`config.mk`:
```
export PLATFORM = sky130hd
export DESIGN_NAME = clkdist_top
export DESIGN_NICKNAME = d
export VERILOG_FILES = /design/src/clkdist_pkg.sv /design/src/clkdist_top.sv
export SDC_FILE = /design/constraint.sdc
export NUM_CORES = 1
export LEC_CHECK = 0
export BUFFER_PORTS_ARGS = -buffer_cell sky130_fd_sc_hd__buf_4
export CORE_MARGIN = 2
export CORE_UTILIZATION = 69
export CTS_BUF_LIST = sky130_fd_sc_hd__clkbuf_8
export DETAILED_ROUTE_END_ITERATION = 10
export PLACE_DENSITY = 0.87
export SLEW_MARGIN = 20
export SYNTH_ARGS = -nofsm -noshare
export SYNTH_HDL_FRONTEND = slang
export SYNTH_SLANG_ARGS = --single-unit
```
`constraint.sdc`:
```
create_clock -name I_REF_CLK -period 38.1 [get_ports I_REF_CLK]
set_input_delay 5.715 -clock I_REF_CLK [delete_from_list [all_inputs] [get_ports I_REF_CLK]]
set_output_delay 5.715 -clock I_REF_CLK [all_outputs]
set_load 0.01 [all_outputs]
```
`src/clkdist_pkg.sv`:
```
/*
 Constants, field layouts and shared helpers for the clock distribution
 block. Assumes a single reference clock; all clock sources arrive as
 levels synchronous to that clock.
*/
package clkdist_pkg;
   // ---------------------------------------------------------------
   // Sizes
   // ---------------------------------------------------------------
   localparam int NUM_SRC = 7;
   localparam int NUM_DIG = 8;
   localparam int ADDR_W = 8;
   localparam int DATA_W = 32;
   localparam int EVT_W = 3;

   // ---------------------------------------------------------------
   // Clock source indexes
   // ---------------------------------------------------------------
   localparam logic [2:0] SRC_LOW_100K = 3'h0;
   localparam logic [2:0] SRC_WATCH_XTAL = 3'h1;
   localparam logic [2:0] SRC_HF_XTAL = 3'h2;
   localparam logic [2:0] SRC_FABRIC = 3'h3;
   localparam logic [2:0] DIG_SRC_ROUTED = 3'h7;

   // ---------------------------------------------------------------
   // Register byte offsets
   // ---------------------------------------------------------------
   localparam logic [7:0] REG_CTRL = 8'h00;
   localparam logic [7:0] REG_BUS_DIV = 8'h04;
   localparam logic [7:0] REG_FTW_TC = 8'h08;
   localparam logic [7:0] REG_CTW_PERIOD = 8'h0C;
   localparam logic [7:0] REG_STATUS = 8'h10;
   localparam logic [7:0] REG_MASK = 8'h14;
   localparam logic [7:0] REG_COUNTS = 8'h18;
   localparam logic [7:0] REG_DIG_BASE = 8'h20;
   localparam logic [7:0] REG_DIG_LAST = 8'h3C;

   // ---------------------------------------------------------------
   // Status bit positions
   // ---------------------------------------------------------------
   localparam int ST_FTW = 0;
   localparam int ST_CTW = 1;
   localparam int ST_RTC = 2;

   // ---------------------------------------------------------------
   // Field layouts
   // ---------------------------------------------------------------
   typedef struct packed {
      logic ctw_ie;
      logic ctw_en;
      logic ftw_ie;
      logic ftw_en;
      logic [2:0] sys_sel;
   } ctrl_t;

   typedef struct packed {
      logic [2:0] src;
      logic [15:0] div;
   } dig_cfg_t;

   // ---------------------------------------------------------------
   // Reset values and counts
   // ---------------------------------------------------------------
   localparam ctrl_t CTRL_RST = 7'h00;
   localparam logic [15:0] BUS_DIV_RST = 16'h0000;
   localparam logic [4:0] FTW_TC_RST = 5'h1F;
   localparam logic [15:0] CTW_PERIOD_RST = 16'hFFFF;
   localparam dig_cfg_t DIG_CFG_RST = 19'h00000;
   localparam logic [14:0] RTC_LAST = 15'h7FFF;
   localparam logic [1:0] DIV3_LAST = 2'h2;

   // Wrapping 16-bit counter step
   function automatic logic [15:0] nxt16(input logic [15:0] cnt,
                                         input logic [15:0] lim);
      nxt16 = (cnt == lim) ? 16'h0000 : cnt + 16'h0001;
   endfunction : nxt16
endpackage : clkdist_pkg

```
`src/clkdist_top.sv`:
```
/*
 Clock selection, bus and digital dividers, timer wheels and one-second
 tick, with a plain register port and a masked interrupt.
 Assumes every clock source input is a level synchronous to I_REF_CLK
 and much slower than it, so that each edge is seen as one sample.
*/
// Decided for this implementation: the register offsets and strobed register access.
// Overview of operation
// [RULE_01] Five-bit fast wheel on 100 kHz edges
// [RULE_02] Fast wheel wraps to zero at terminal
// [RULE_03] Fast wheel event sets interrupt when enabled
// [RULE_04] Thirty-three k clock is 100 kHz over three
// [RULE_05] Divided outputs keep fifty percent duty
// [RULE_06] 100 kHz selectable as system clock
// [RULE_07] Central wheel periodic wake, optional interrupt
// [RULE_08] Watch crystal feeds sleep timer and RTC
// [RULE_09] RTC raises one-second interrupt tick
// [RULE_10] System clock selects one source
// [RULE_11] Sixteen-bit divider makes bus clock
// [RULE_12] CPU clock equals bus clock
// [RULE_13] Eight programmable sixteen-bit digital dividers
// [RULE_14] Each divider picks any of seven sources
// [RULE_15] Each divider may take its routed clock
// [RULE_16] Divider reloads at limit, output toggles
// [RULE_17] Fast wheel pending flag held until cleared
`timescale 1ns/1ps
`default_nettype none
module clkdist_top
   import clkdist_pkg::*;
(
   input wire logic I_REF_CLK,
   input wire logic I_RST,
   input wire logic I_CLK_EN,
   input wire logic [ADDR_W-1:0] I_ADDR,
   input wire logic [DATA_W-1:0] I_WDATA,
   input wire logic I_WR,
   input wire logic I_RD,
   input wire logic [NUM_SRC-1:0] I_CLK_SRC,
   input wire logic [NUM_DIG-1:0] I_ROUTED_CLK,
   output logic [DATA_W-1:0] O_RDATA,
   output logic O_IRQ,
   output logic O_SYS_CLK,
   output logic O_BUS_CLK,
   output logic O_CPU_CLK,
   output logic [NUM_DIG-1:0] O_DIG_CLK,
   output logic O_CLK_33K,
   output logic O_SLEEP_CLK,
   output logic O_WAKEUP,
   output logic O_RTC_TICK
);
   // ---------------------------------------------------------------
   // Declarations
   // ---------------------------------------------------------------
   ctrl_t ctrl_reg;
   dig_cfg_t dig_cfg_reg [NUM_DIG];
   logic [15:0] bus_div_reg;
   logic [4:0] ftw_tc_reg;
   logic [15:0] ctw_period_reg;
   logic [EVT_W-1:0] status_reg;
   logic [EVT_W-1:0] status_next;
   logic [EVT_W-1:0] mask_reg;
   logic [EVT_W-1:0] evt_set;
   logic [DATA_W-1:0] rdata_reg;
   logic [DATA_W-1:0] rd_value;
   logic [NUM_SRC-1:0] src_prev_reg;
   logic [NUM_SRC-1:0] src_rise;
   logic [4:0] ftw_cnt_reg;
   logic ftw_hit;
   logic [15:0] ctw_cnt_reg;
   logic ctw_hit;
   logic [14:0] rtc_cnt_reg;
   logic rtc_hit;
   logic [1:0] div3_cnt_reg;
   logic clk33_reg;
   logic sys_clk_reg;
   logic sys_prev_reg;
   logic [15:0] bus_cnt_reg;
   logic bus_clk_reg;
   logic [NUM_DIG-1:0] dig_in;
   logic [NUM_DIG-1:0] dig_prev_reg;
   logic [15:0] dig_cnt_reg [NUM_DIG];
   logic [NUM_DIG-1:0] dig_clk_reg;
   logic wake_reg;
   logic rtc_tick_reg;
   logic sleep_clk_reg;
   logic irq_reg;
   logic wr_status;
   logic [2:0] dig_idx;
   logic dig_hit;

   // ---------------------------------------------------------------
   // Source edge detection
   // ---------------------------------------------------------------
   assign src_rise = I_CLK_SRC & ~src_prev_reg;
   // Previous source levels
   always_ff @(posedge I_REF_CLK or posedge I_RST) begin
      if (I_RST) begin
         src_prev_reg <= '0;
      end else if (I_CLK_EN) begin
         src_prev_reg <= I_CLK_SRC;
      end
   end

   // ---------------------------------------------------------------
   // Register port
   // ---------------------------------------------------------------
   assign dig_idx = I_ADDR[4:2];
   assign dig_hit = (I_ADDR >= REG_DIG_BASE) && (I_ADDR <= REG_DIG_LAST)
                    && (I_ADDR[1:0] == 2'h0);
   assign wr_status = I_WR && (I_ADDR == REG_STATUS);
   // Configuration writes
   always_ff @(posedge I_REF_CLK or posedge I_RST) begin
      if (I_RST) begin
         ctrl_reg <= CTRL_RST;
         bus_div_reg <= BUS_DIV_RST;
         ftw_tc_reg <= FTW_TC_RST;
         ctw_period_reg <= CTW_PERIOD_RST;
         mask_reg <= '0;
         for (int i = 0; i < NUM_DIG; i++) begin
            dig_cfg_reg[i] <= DIG_CFG_RST;
         end
      end else if (I_CLK_EN && I_WR) begin
         unique case (I_ADDR)
            REG_CTRL: ctrl_reg <= I_WDATA[6:0];
            REG_BUS_DIV: bus_div_reg <= I_WDATA[15:0];
            REG_FTW_TC: ftw_tc_reg <= I_WDATA[4:0];
            REG_CTW_PERIOD: ctw_period_reg <= I_WDATA[15:0];
            REG_MASK: mask_reg <= I_WDATA[EVT_W-1:0];
            default: begin
               if (dig_hit) begin
                  dig_cfg_reg[dig_idx] <= I_WDATA[18:0];
               end
            end
         endcase
      end
   end

   // Read multiplexer, unmapped reads as zero
   always_comb begin
      rd_value = '0;
      unique case (I_ADDR)
         REG_CTRL: rd_value[6:0] = ctrl_reg;
         REG_BUS_DIV: rd_value[15:0] = bus_div_reg;
         REG_FTW_TC: rd_value[4:0] = ftw_tc_reg;
         REG_CTW_PERIOD: rd_value[15:0] = ctw_period_reg;
         REG_STATUS: rd_value[EVT_W-1:0] = status_reg;
         REG_MASK: rd_value[EVT_W-1:0] = mask_reg;
         REG_COUNTS: rd_value = {ctw_cnt_reg, 11'h000, ftw_cnt_reg};
         default: begin
            if (dig_hit) begin
               rd_value[18:0] = dig_cfg_reg[dig_idx];
            end
         end
      endcase
   end

   // Read data stands only in the cycle after the strobe
   always_ff @(posedge I_REF_CLK or posedge I_RST) begin
      if (I_RST) begin
         rdata_reg <= '0;
      end else if (I_CLK_EN) begin
         rdata_reg <= I_RD ? rd_value : '0;
      end
   end

   // ---------------------------------------------------------------
   // Fast timer wheel
   // ---------------------------------------------------------------
   assign ftw_hit = ctrl_reg.ftw_en && src_rise[SRC_LOW_100K]
                    && (ftw_cnt_reg == ftw_tc_reg);

   // Counts 100 kHz edges, wraps itself at terminal
   always_ff @(posedge I_REF_CLK or posedge I_RST) begin
      if (I_RST) begin
         ftw_cnt_reg <= '0;
      end else if (I_CLK_EN) begin
         if (!ctrl_reg.ftw_en) begin
            ftw_cnt_reg <= '0;
         end else if (ftw_hit) begin
            ftw_cnt_reg <= '0; // [RULE_02]
         end else if (src_rise[SRC_LOW_100K]) begin
            ftw_cnt_reg <= ftw_cnt_reg + 5'h01; // [RULE_01]
         end
      end
   end

   // ---------------------------------------------------------------
   // Central timer wheel and wakeup
   // ---------------------------------------------------------------
   assign ctw_hit = ctrl_reg.ctw_en && src_rise[SRC_WATCH_XTAL]
                    && (ctw_cnt_reg == ctw_period_reg);

   // Periodic wake counter on the watch crystal
   always_ff @(posedge I_REF_CLK or posedge I_RST) begin
      if (I_RST) begin
         ctw_cnt_reg <= '0;
         wake_reg <= 1'b0;
      end else if (I_CLK_EN) begin
         wake_reg <= ctw_hit; // [RULE_07]
         if (!ctrl_reg.ctw_en) begin
            ctw_cnt_reg <= '0;
         end else if (src_rise[SRC_WATCH_XTAL]) begin
            ctw_cnt_reg <= nxt16(ctw_cnt_reg, ctw_period_reg);
         end
      end
   end

   // ---------------------------------------------------------------
   // One-second tick and sleep timer clock
   // ---------------------------------------------------------------
   assign rtc_hit = src_rise[SRC_WATCH_XTAL] && (rtc_cnt_reg == RTC_LAST);
   // Watch crystal edges counted to one second
   always_ff @(posedge I_REF_CLK or posedge I_RST) begin
      if (I_RST) begin
         rtc_cnt_reg <= '0;
         rtc_tick_reg <= 1'b0;
         sleep_clk_reg <= 1'b0;
      end else if (I_CLK_EN) begin
         sleep_clk_reg <= I_CLK_SRC[SRC_WATCH_XTAL]; // [RULE_08]
         rtc_tick_reg <= rtc_hit; // [RULE_09]
         if (src_rise[SRC_WATCH_XTAL]) begin
            rtc_cnt_reg <= rtc_cnt_reg + 15'h0001; // [RULE_08]
         end
      end
   end

   // ---------------------------------------------------------------
   // Thirty-three kHz clock
   // ---------------------------------------------------------------
   // Toggle every third 100 kHz edge, either polarity, for 50% duty
   always_ff @(posedge I_REF_CLK or posedge I_RST) begin
      if (I_RST) begin
         div3_cnt_reg <= '0;
         clk33_reg <= 1'b0;
      end else if (I_CLK_EN) begin
         if (I_CLK_SRC[SRC_LOW_100K] != src_prev_reg[SRC_LOW_100K]) begin
            if (div3_cnt_reg == DIV3_LAST) begin
               div3_cnt_reg <= '0;
               clk33_reg <= ~clk33_reg; // [RULE_04] [RULE_05]
            end else begin
               div3_cnt_reg <= div3_cnt_reg + 2'h1;
            end
         end
      end
   end

   // ---------------------------------------------------------------
   // System, bus and CPU clocks
   // ---------------------------------------------------------------
   // Selected source, 100 kHz among the choices; code 7 falls to 100 kHz
   always_ff @(posedge I_REF_CLK or posedge I_RST) begin
      if (I_RST) begin
         sys_clk_reg <= 1'b0;
         sys_prev_reg <= 1'b0;
      end else if (I_CLK_EN) begin
         sys_prev_reg <= sys_clk_reg;
         if (ctrl_reg.sys_sel < 3'(NUM_SRC)) begin
            sys_clk_reg <= I_CLK_SRC[ctrl_reg.sys_sel]; // [RULE_10]
         end else begin
            sys_clk_reg <= I_CLK_SRC[SRC_LOW_100K]; // [RULE_06]
         end
      end
   end

   // Bus divider on system clock edges; CPU shares its flop
   always_ff @(posedge I_REF_CLK or posedge I_RST) begin
      if (I_RST) begin
         bus_cnt_reg <= '0;
         bus_clk_reg <= 1'b0;
      end else if (I_CLK_EN && sys_clk_reg && !sys_prev_reg) begin
         bus_cnt_reg <= nxt16(bus_cnt_reg, bus_div_reg); // [RULE_11]
         if (bus_cnt_reg == bus_div_reg) begin
            bus_clk_reg <= ~bus_clk_reg; // [RULE_05] [RULE_16]
         end
      end
   end

   // ---------------------------------------------------------------
   // Digital clock dividers
   // ---------------------------------------------------------------
   // Source pick per divider: seven sources or its routed clock
   always_comb begin
      dig_in = '0;
      for (int i = 0; i < NUM_DIG; i++) begin
         if (dig_cfg_reg[i].src == DIG_SRC_ROUTED) begin
            dig_in[i] = I_ROUTED_CLK[i]; // [RULE_15]
         end else if (dig_cfg_reg[i].src < 3'(NUM_SRC)) begin
            dig_in[i] = I_CLK_SRC[dig_cfg_reg[i].src]; // [RULE_14]
         end
      end
   end

   // Count input edges to limit, reload and toggle
   always_ff @(posedge I_REF_CLK or posedge I_RST) begin
      if (I_RST) begin
         dig_prev_reg <= '0;
         dig_clk_reg <= '0;
         for (int i = 0; i < NUM_DIG; i++) begin
            dig_cnt_reg[i] <= '0;
         end
      end else if (I_CLK_EN) begin
         dig_prev_reg <= dig_in;
         for (int i = 0; i < NUM_DIG; i++) begin
            if (dig_in[i] && !dig_prev_reg[i]) begin
               dig_cnt_reg[i] <= nxt16(dig_cnt_reg[i],
                                       dig_cfg_reg[i].div); // [RULE_13]
               if (dig_cnt_reg[i] == dig_cfg_reg[i].div) begin
                  dig_clk_reg[i] <= ~dig_clk_reg[i]; // [RULE_16] [RULE_05]
               end
            end
         end
      end
   end

   // ---------------------------------------------------------------
   // Interrupt status, mask and output
   // ---------------------------------------------------------------
   assign evt_set[ST_FTW] = ftw_hit && ctrl_reg.ftw_ie; // [RULE_03]
   assign evt_set[ST_CTW] = ctw_hit && ctrl_reg.ctw_ie; // [RULE_07]
   assign evt_set[ST_RTC] = rtc_hit; // [RULE_09]

   // Write one to clear; a new event wins over the clear
   always_comb begin
      status_next = status_reg;
      if (wr_status) begin
         status_next = status_reg & ~I_WDATA[EVT_W-1:0];
      end
      status_next = status_next | evt_set; // [RULE_17]
   end

   // Sticky status and registered interrupt level
   always_ff @(posedge I_REF_CLK or posedge I_RST) begin
      if (I_RST) begin
         status_reg <= '0;
         irq_reg <= 1'b0;
      end else if (I_CLK_EN) begin
         status_reg <= status_next;
         irq_reg <= |(status_next & mask_reg);
      end
   end

   // ---------------------------------------------------------------
   // Outputs
   // ---------------------------------------------------------------
   assign O_RDATA = rdata_reg;
   assign O_IRQ = irq_reg;
   assign O_SYS_CLK = sys_clk_reg;
   assign O_BUS_CLK = bus_clk_reg;
   assign O_CPU_CLK = bus_clk_reg; // [RULE_12]
   assign O_DIG_CLK = dig_clk_reg;
   assign O_CLK_33K = clk33_reg;
   assign O_SLEEP_CLK = sleep_clk_reg;
   assign O_WAKEUP = wake_reg;
   assign O_RTC_TICK = rtc_tick_reg;
endmodule : clkdist_top
`default_nettype wire

```
**Word level (Yosys, flattened, before mapping)**

Cells that the tools add are included.
Widths: inputs -> output; s select.

- Bits in registers: 442
- Output and inout bits: 48

- Reductions and logical operators: 67
- Bitwise logic cells: 18
- Multiplexer cells: 66
- $lt $le $gt $ge: 22
- Add/subtract/negate cells: 13
- Eq/ne operators: 30

Operator list:

| operator | number |
|---|---|
| $mux 16 | 12 |
| $add 16x1->16 const B | 10 |
| $eq 16x16->1 | 10 |
| $bwmux 152 | 1 |
| $mux 19 | 4 |
| $bmux 19 s3 | 1 |
| $demux 19 s3 | 1 |
| $lt 3x4->1 const B | 9 |
| $reduce_and 2->1 | 18 |
| $mux 32 | 1 |
| $reduce_and 3->1 | 10 |
| $bmux 1 s3 | 9 |
| $lt 3x3->1 const B | 9 |
| $pmux 9 s3 | 1 |
| $mux 1 | 26 |
| $eq 3x3->1 const B | 8 |
| $eq 8x5->1 const B | 3 |
| $logic_and 1x1->1 | 22 |
| $pmux 3 s7 | 1 |
| $eq 8x4->1 const B | 2 |
| $add 15x1->15 const B | 1 |
| $eq 15x15->1 const B | 1 |
| $mux 5 | 3 |
| $mux 13 | 1 |
| 32 further kinds | 52 |

**Depth between registers and ports, before layout**

- Depth after elaboration: 8
- Mapped depth: 8

**Worst setup path before layout**

Ideal clock, no wire load.

- Path type: input -> register
- From: input port I_ADDR[1]
- To: register dig_cfg_reg[22] (netlist bit)
- Setup slack: 30741 ps
- Cell stages on the path: 5
- Arrival: 7231 ps
- Setup time: 128 ps
- Cell sequence: nor4_4 -> nand2_2 -> nor4_4 -> buf_6 -> mux2_1

- Cells in the longest elaborated chain, start to end: 4

Ends and longest elaborated chain:

| item | line | RTL |
|---|---|---|
| start, declared | clkdist_top.sv:34 | `input wire logic [ADDR_W-1:0] I_ADDR,` |
| $ge 8x6->1 (tied with other cells) | clkdist_top.sv:108 | `assign dig_hit = (I_ADDR >= REG_DIG_BASE) && (I_ADDR <= REG_DIG_LAST)` |
| $logic_and 1x1->1 / $reduce_or 5->1 (equally long branches) | - |  |
| $logic_and 1x1->1 / $not 1->1 (equally long branches) | - |  |
| $reduce_and 3->1 (no source line) * | - |  |
| end signal, assigned by index | clkdist_top.sv:131 | `dig_cfg_reg[dig_idx] <= I_WDATA[18:0];` |
| end, declared | clkdist_top.sv:55 | `dig_cfg_t dig_cfg_reg [NUM_DIG];` |

Mark *: on every way between the ends. The rest lies on a longest branch, timed or not.
A chain may end at the register's enable or synchronous reset.

**Worst setup path in the final report**

- From: input port I_CLK_EN
- To: register dig_cfg_reg[98] (netlist bit)

- Cells in the longest elaborated chain, start to end: 2

Ends and longest elaborated chain:

| item | line | RTL |
|---|---|---|
| start, declared | clkdist_top.sv:33 | `input wire logic I_CLK_EN,` |
| $logic_and 1x1->1 | clkdist_top.sv:122 | `end else if (I_CLK_EN && I_WR) begin` |
| $reduce_and 3->1 (no source line) | - |  |

Every way passes these cells.

==> results.tsv <==
stage	metric	value	unit
timing	tightest_slew	1.12	ns
drt	routed_wl	65300	um
clocking	cts_setup_buffers	0	
timing	fin_ws	29.96	ns
run_status	outcome	completed	
final_layout	fin_nets	2262	
global_route	grt_first_pass_wirelength	104000	um
timing	fmax	123	MHz
clocking	tritoncts	yes	
logic_synthesis	yosysTopAreaCellShare	44.7	%
power_and_ir_drop	p_leak	12.4	nW
worst_setup_path	regToRegEndpoint	dig_cnt_reg[124]	
timing	finalSetupTns	0	ns
placement	gp_congestion	0.935	
power_and_ir_drop	ir_drop	0.0336	mV
logic_synthesis	synth.avg_cell_area	11.0	um^2
floorplan	num_rows	67	
logic_synthesis	yosysMostFrequentCell	dfrtp_1	
drt	first_pass_iters	6	
global_route	grt_pass1_vias	18577	
worst_hold_path	min_to	O_CLK_33K	
timing	report.final.slew_viol_count	0	
logic_synthesis	ys_ff_latch	441	
final_layout	drive_gt1_share	22.3	%
logic_synthesis	yosys_warnings	0	
drt	vias_per_cell	6.79	
logic_synthesis	synth.area.top_cells	dfrtp_1, mux2_2, xor2_1	
logic_synthesis	async_reset_ff_share	100	%
logic_synthesis	synth_common_cells	dfrtp_1, xor2_1, mux2_2	
clocking	clock_latency	0.67	ns
timing	slew_headroom	25.5	%
timing	finalClockSkew	0.0684	ns
worst_setup_path	r2r-start	dig_cfg_reg[139]	
global_route	antenna_found_initial	0	
floorplan	io_pins	108	
clocking	htreeDepth	3	
clocking	numClockSinks	441	
floorplan	core	33500	um^2
floorplan	initial_core_util	70.1	%
drt	drt_iter0_markers	1823	
drt	ant_nets	0	
floorplan	chipWidth	189	um
drt	remaining_drc_errors	0	
final_layout	antenna_cells	0	
worst_setup_path	worstPathArrival	8.64	ns
timing	fin_crit_sh	21.4	%
worst_setup_path	cp_max_fo	45	
run	drv_cap	0	
timing	rsz0062_at_grt	false	
final_layout	final_cells	2697	
clocking	root_buffer	clkbuf_8	
logic_synthesis	netlist_area	23500	um^2
placement	port_buffers	94	
drt	wl_per_cell	24.2	um
timing	hold_ws	0.466	ns
logic_synthesis	yosysSeqAreaShare	47.0	%
timing	setup_viol	0	
clocking	clkTransAtPathRegs	0.06	ns
final_layout	largest_reg_flops	152	
logic_synthesis	synth_edf_count	0	
floorplan	design.die.area	35600	um^2
worst_setup_path	worst-setup-path-type	input pin to flop	
logic_synthesis	synth.net_count	2202	
timing	hold_violations	0	
placement	dpl_worst_slack	29.47	ns
clocking	cts_hold_buf	0	
worst_setup_path	worst-r2r-cell-count	5	
logic_synthesis	synth.distinct_cells	71	
logic_synthesis	yosys.area.top_type	dfrtp_1	
worst_setup_path	cp-end-kind	flop	
logic_synthesis	synthFlopType	dfrtp_1	
worst_setup_path	cp-start-kind	input pin	
placement	dp_hpwl	42600	um
timing	finalCriticalPeriod	8.14	ns
worst_hold_path	hp-class	flop to flop	
power_and_ir_drop	power_density	46.2	nW/um^2
global_route	gr-total-overflow	0	
worst_setup_path	cp.required	38.60	ns
clocking	cts-buffers-inserted	74	
drt	dr_total_vias	18306	
worst_hold_path	min-delay-start	O_CLK_33K	
worst_setup_path	r2r_setup_slack	35.23	ns
worst_hold_path	hold_path_depth	1	
clocking	clk_path_buf_depth	3	
final_layout	area_growth	10.1	%
placement	place_inst	2561	
clocking	cts_resized	0	
floorplan	die_y	189	um
logic_synthesis	synth_cells	2129	
global_route	grt_start_max_net_pins	172	
global_route	track_usage	37.7	%
[cell families after synthesis]
| kind of cell | share of synthesized area, % |
|---|---|
| flops | 47.0 |
| buf+inv | 3.40 |
| xor+xnor | 9.94 |
| compound gates | 6.34 |
| mux | 17.8 |
| simple gates | 14.8 |
| fa+ha+maj | 0.692 |
[layer usage]
metal	wire length [um]	up-vias	track usage (%)	part of all wire, %
met5	0	-	0	0
met4	4360	0	22.1	6.7
met3	6620	332	9.41	10
met2	30500	1152	60.1	47
met1	23800	9047	47.1	36
li1	-	7775	-	-
[power breakdown]
group / switching, mW / total [mW] / internal (mW)
sequential: 0.0648 / 0.575 / 0.510
combinational: 0.104 / 0.176 / 0.0716
clock: 0.202 / 0.445 / 0.243
[per-stage QoR]
| step | utilization, % | power [mW] | cell area (um^2) |
|---|---|---|---|
| 3_5_place_dp | 72.6 | 0.747 | 24300 |
| 3_3_place_gp | 72.6 | 0.732 | 24300 |
| 5_1_grt | 77.3 | 1.24 | 25900 |
| 2_1_floorplan | - | 0.689 | 23500 |
| 6_report | 77.3 | 1.20 | 25900 |
| 4_1_cts | 77.2 | 1.19 | 25900 |
[cell type report]
| cell class | instances | area, um^2 |
|---|---|---|
| tap | 448 | 561 |
| inverter | 69 | 267 |
| sequential | 441 | 11100 |
| multi-input combinational | 1500 | 11700 |
| clock inverter | 42 | 268 |
| clock buffer | 94 | 1290 |
| fill | 1986 | 7630 |
| timing repair buffer | 103 | 786 |
[worst max-delay path, cell delays in order]
cell,delay (ns)
buf_4,0.23
buf_4,0.52
nand2_1,0.40
nor3_1,0.36
and2_1,0.93
mux2_2,0.42
[worst max-delay path by stage]
stage,startpoint,depth (start not counted),end,slack (ns)
final,I_CLK_EN,6,dig_cfg_reg[98],29.96
after global routing,I_CLK_EN,6,dig_cfg_reg[98],29.85
after CTS,I_CLK_EN,6,dig_cfg_reg[98],30.05
after detailed placement,I_CLK_EN,6,dig_cfg_reg[102],29.47
after global placement,I_CLK_EN,6,dig_cfg_reg[97],29.52
after floorplan,I_RST,1,O_BUS_CLK,20.13
[layout by cell type, fill, tap and decap left out, types with 17 or more instances in the layout]
cell,instances
inv_1,96
nand3_1,105
dfrtp_1,420
o21ai_0,32
mux2_1,23
mux2i_1,49
and3_1,18
nor2_1,153
mux2_2,183
o22ai_1,44
xor2_1,213
nand2_1,128
nor3_1,36
nand2b_1,26
a22o_1,20
nor4_1,61
clkbuf_8,94
xnor2_1,54
buf_4,102
dfstp_2,21
o2bb2ai_1,17
nand4_1,64
a21oi_1,74
mux4_2,58
(Power assumes the default switching activity.)
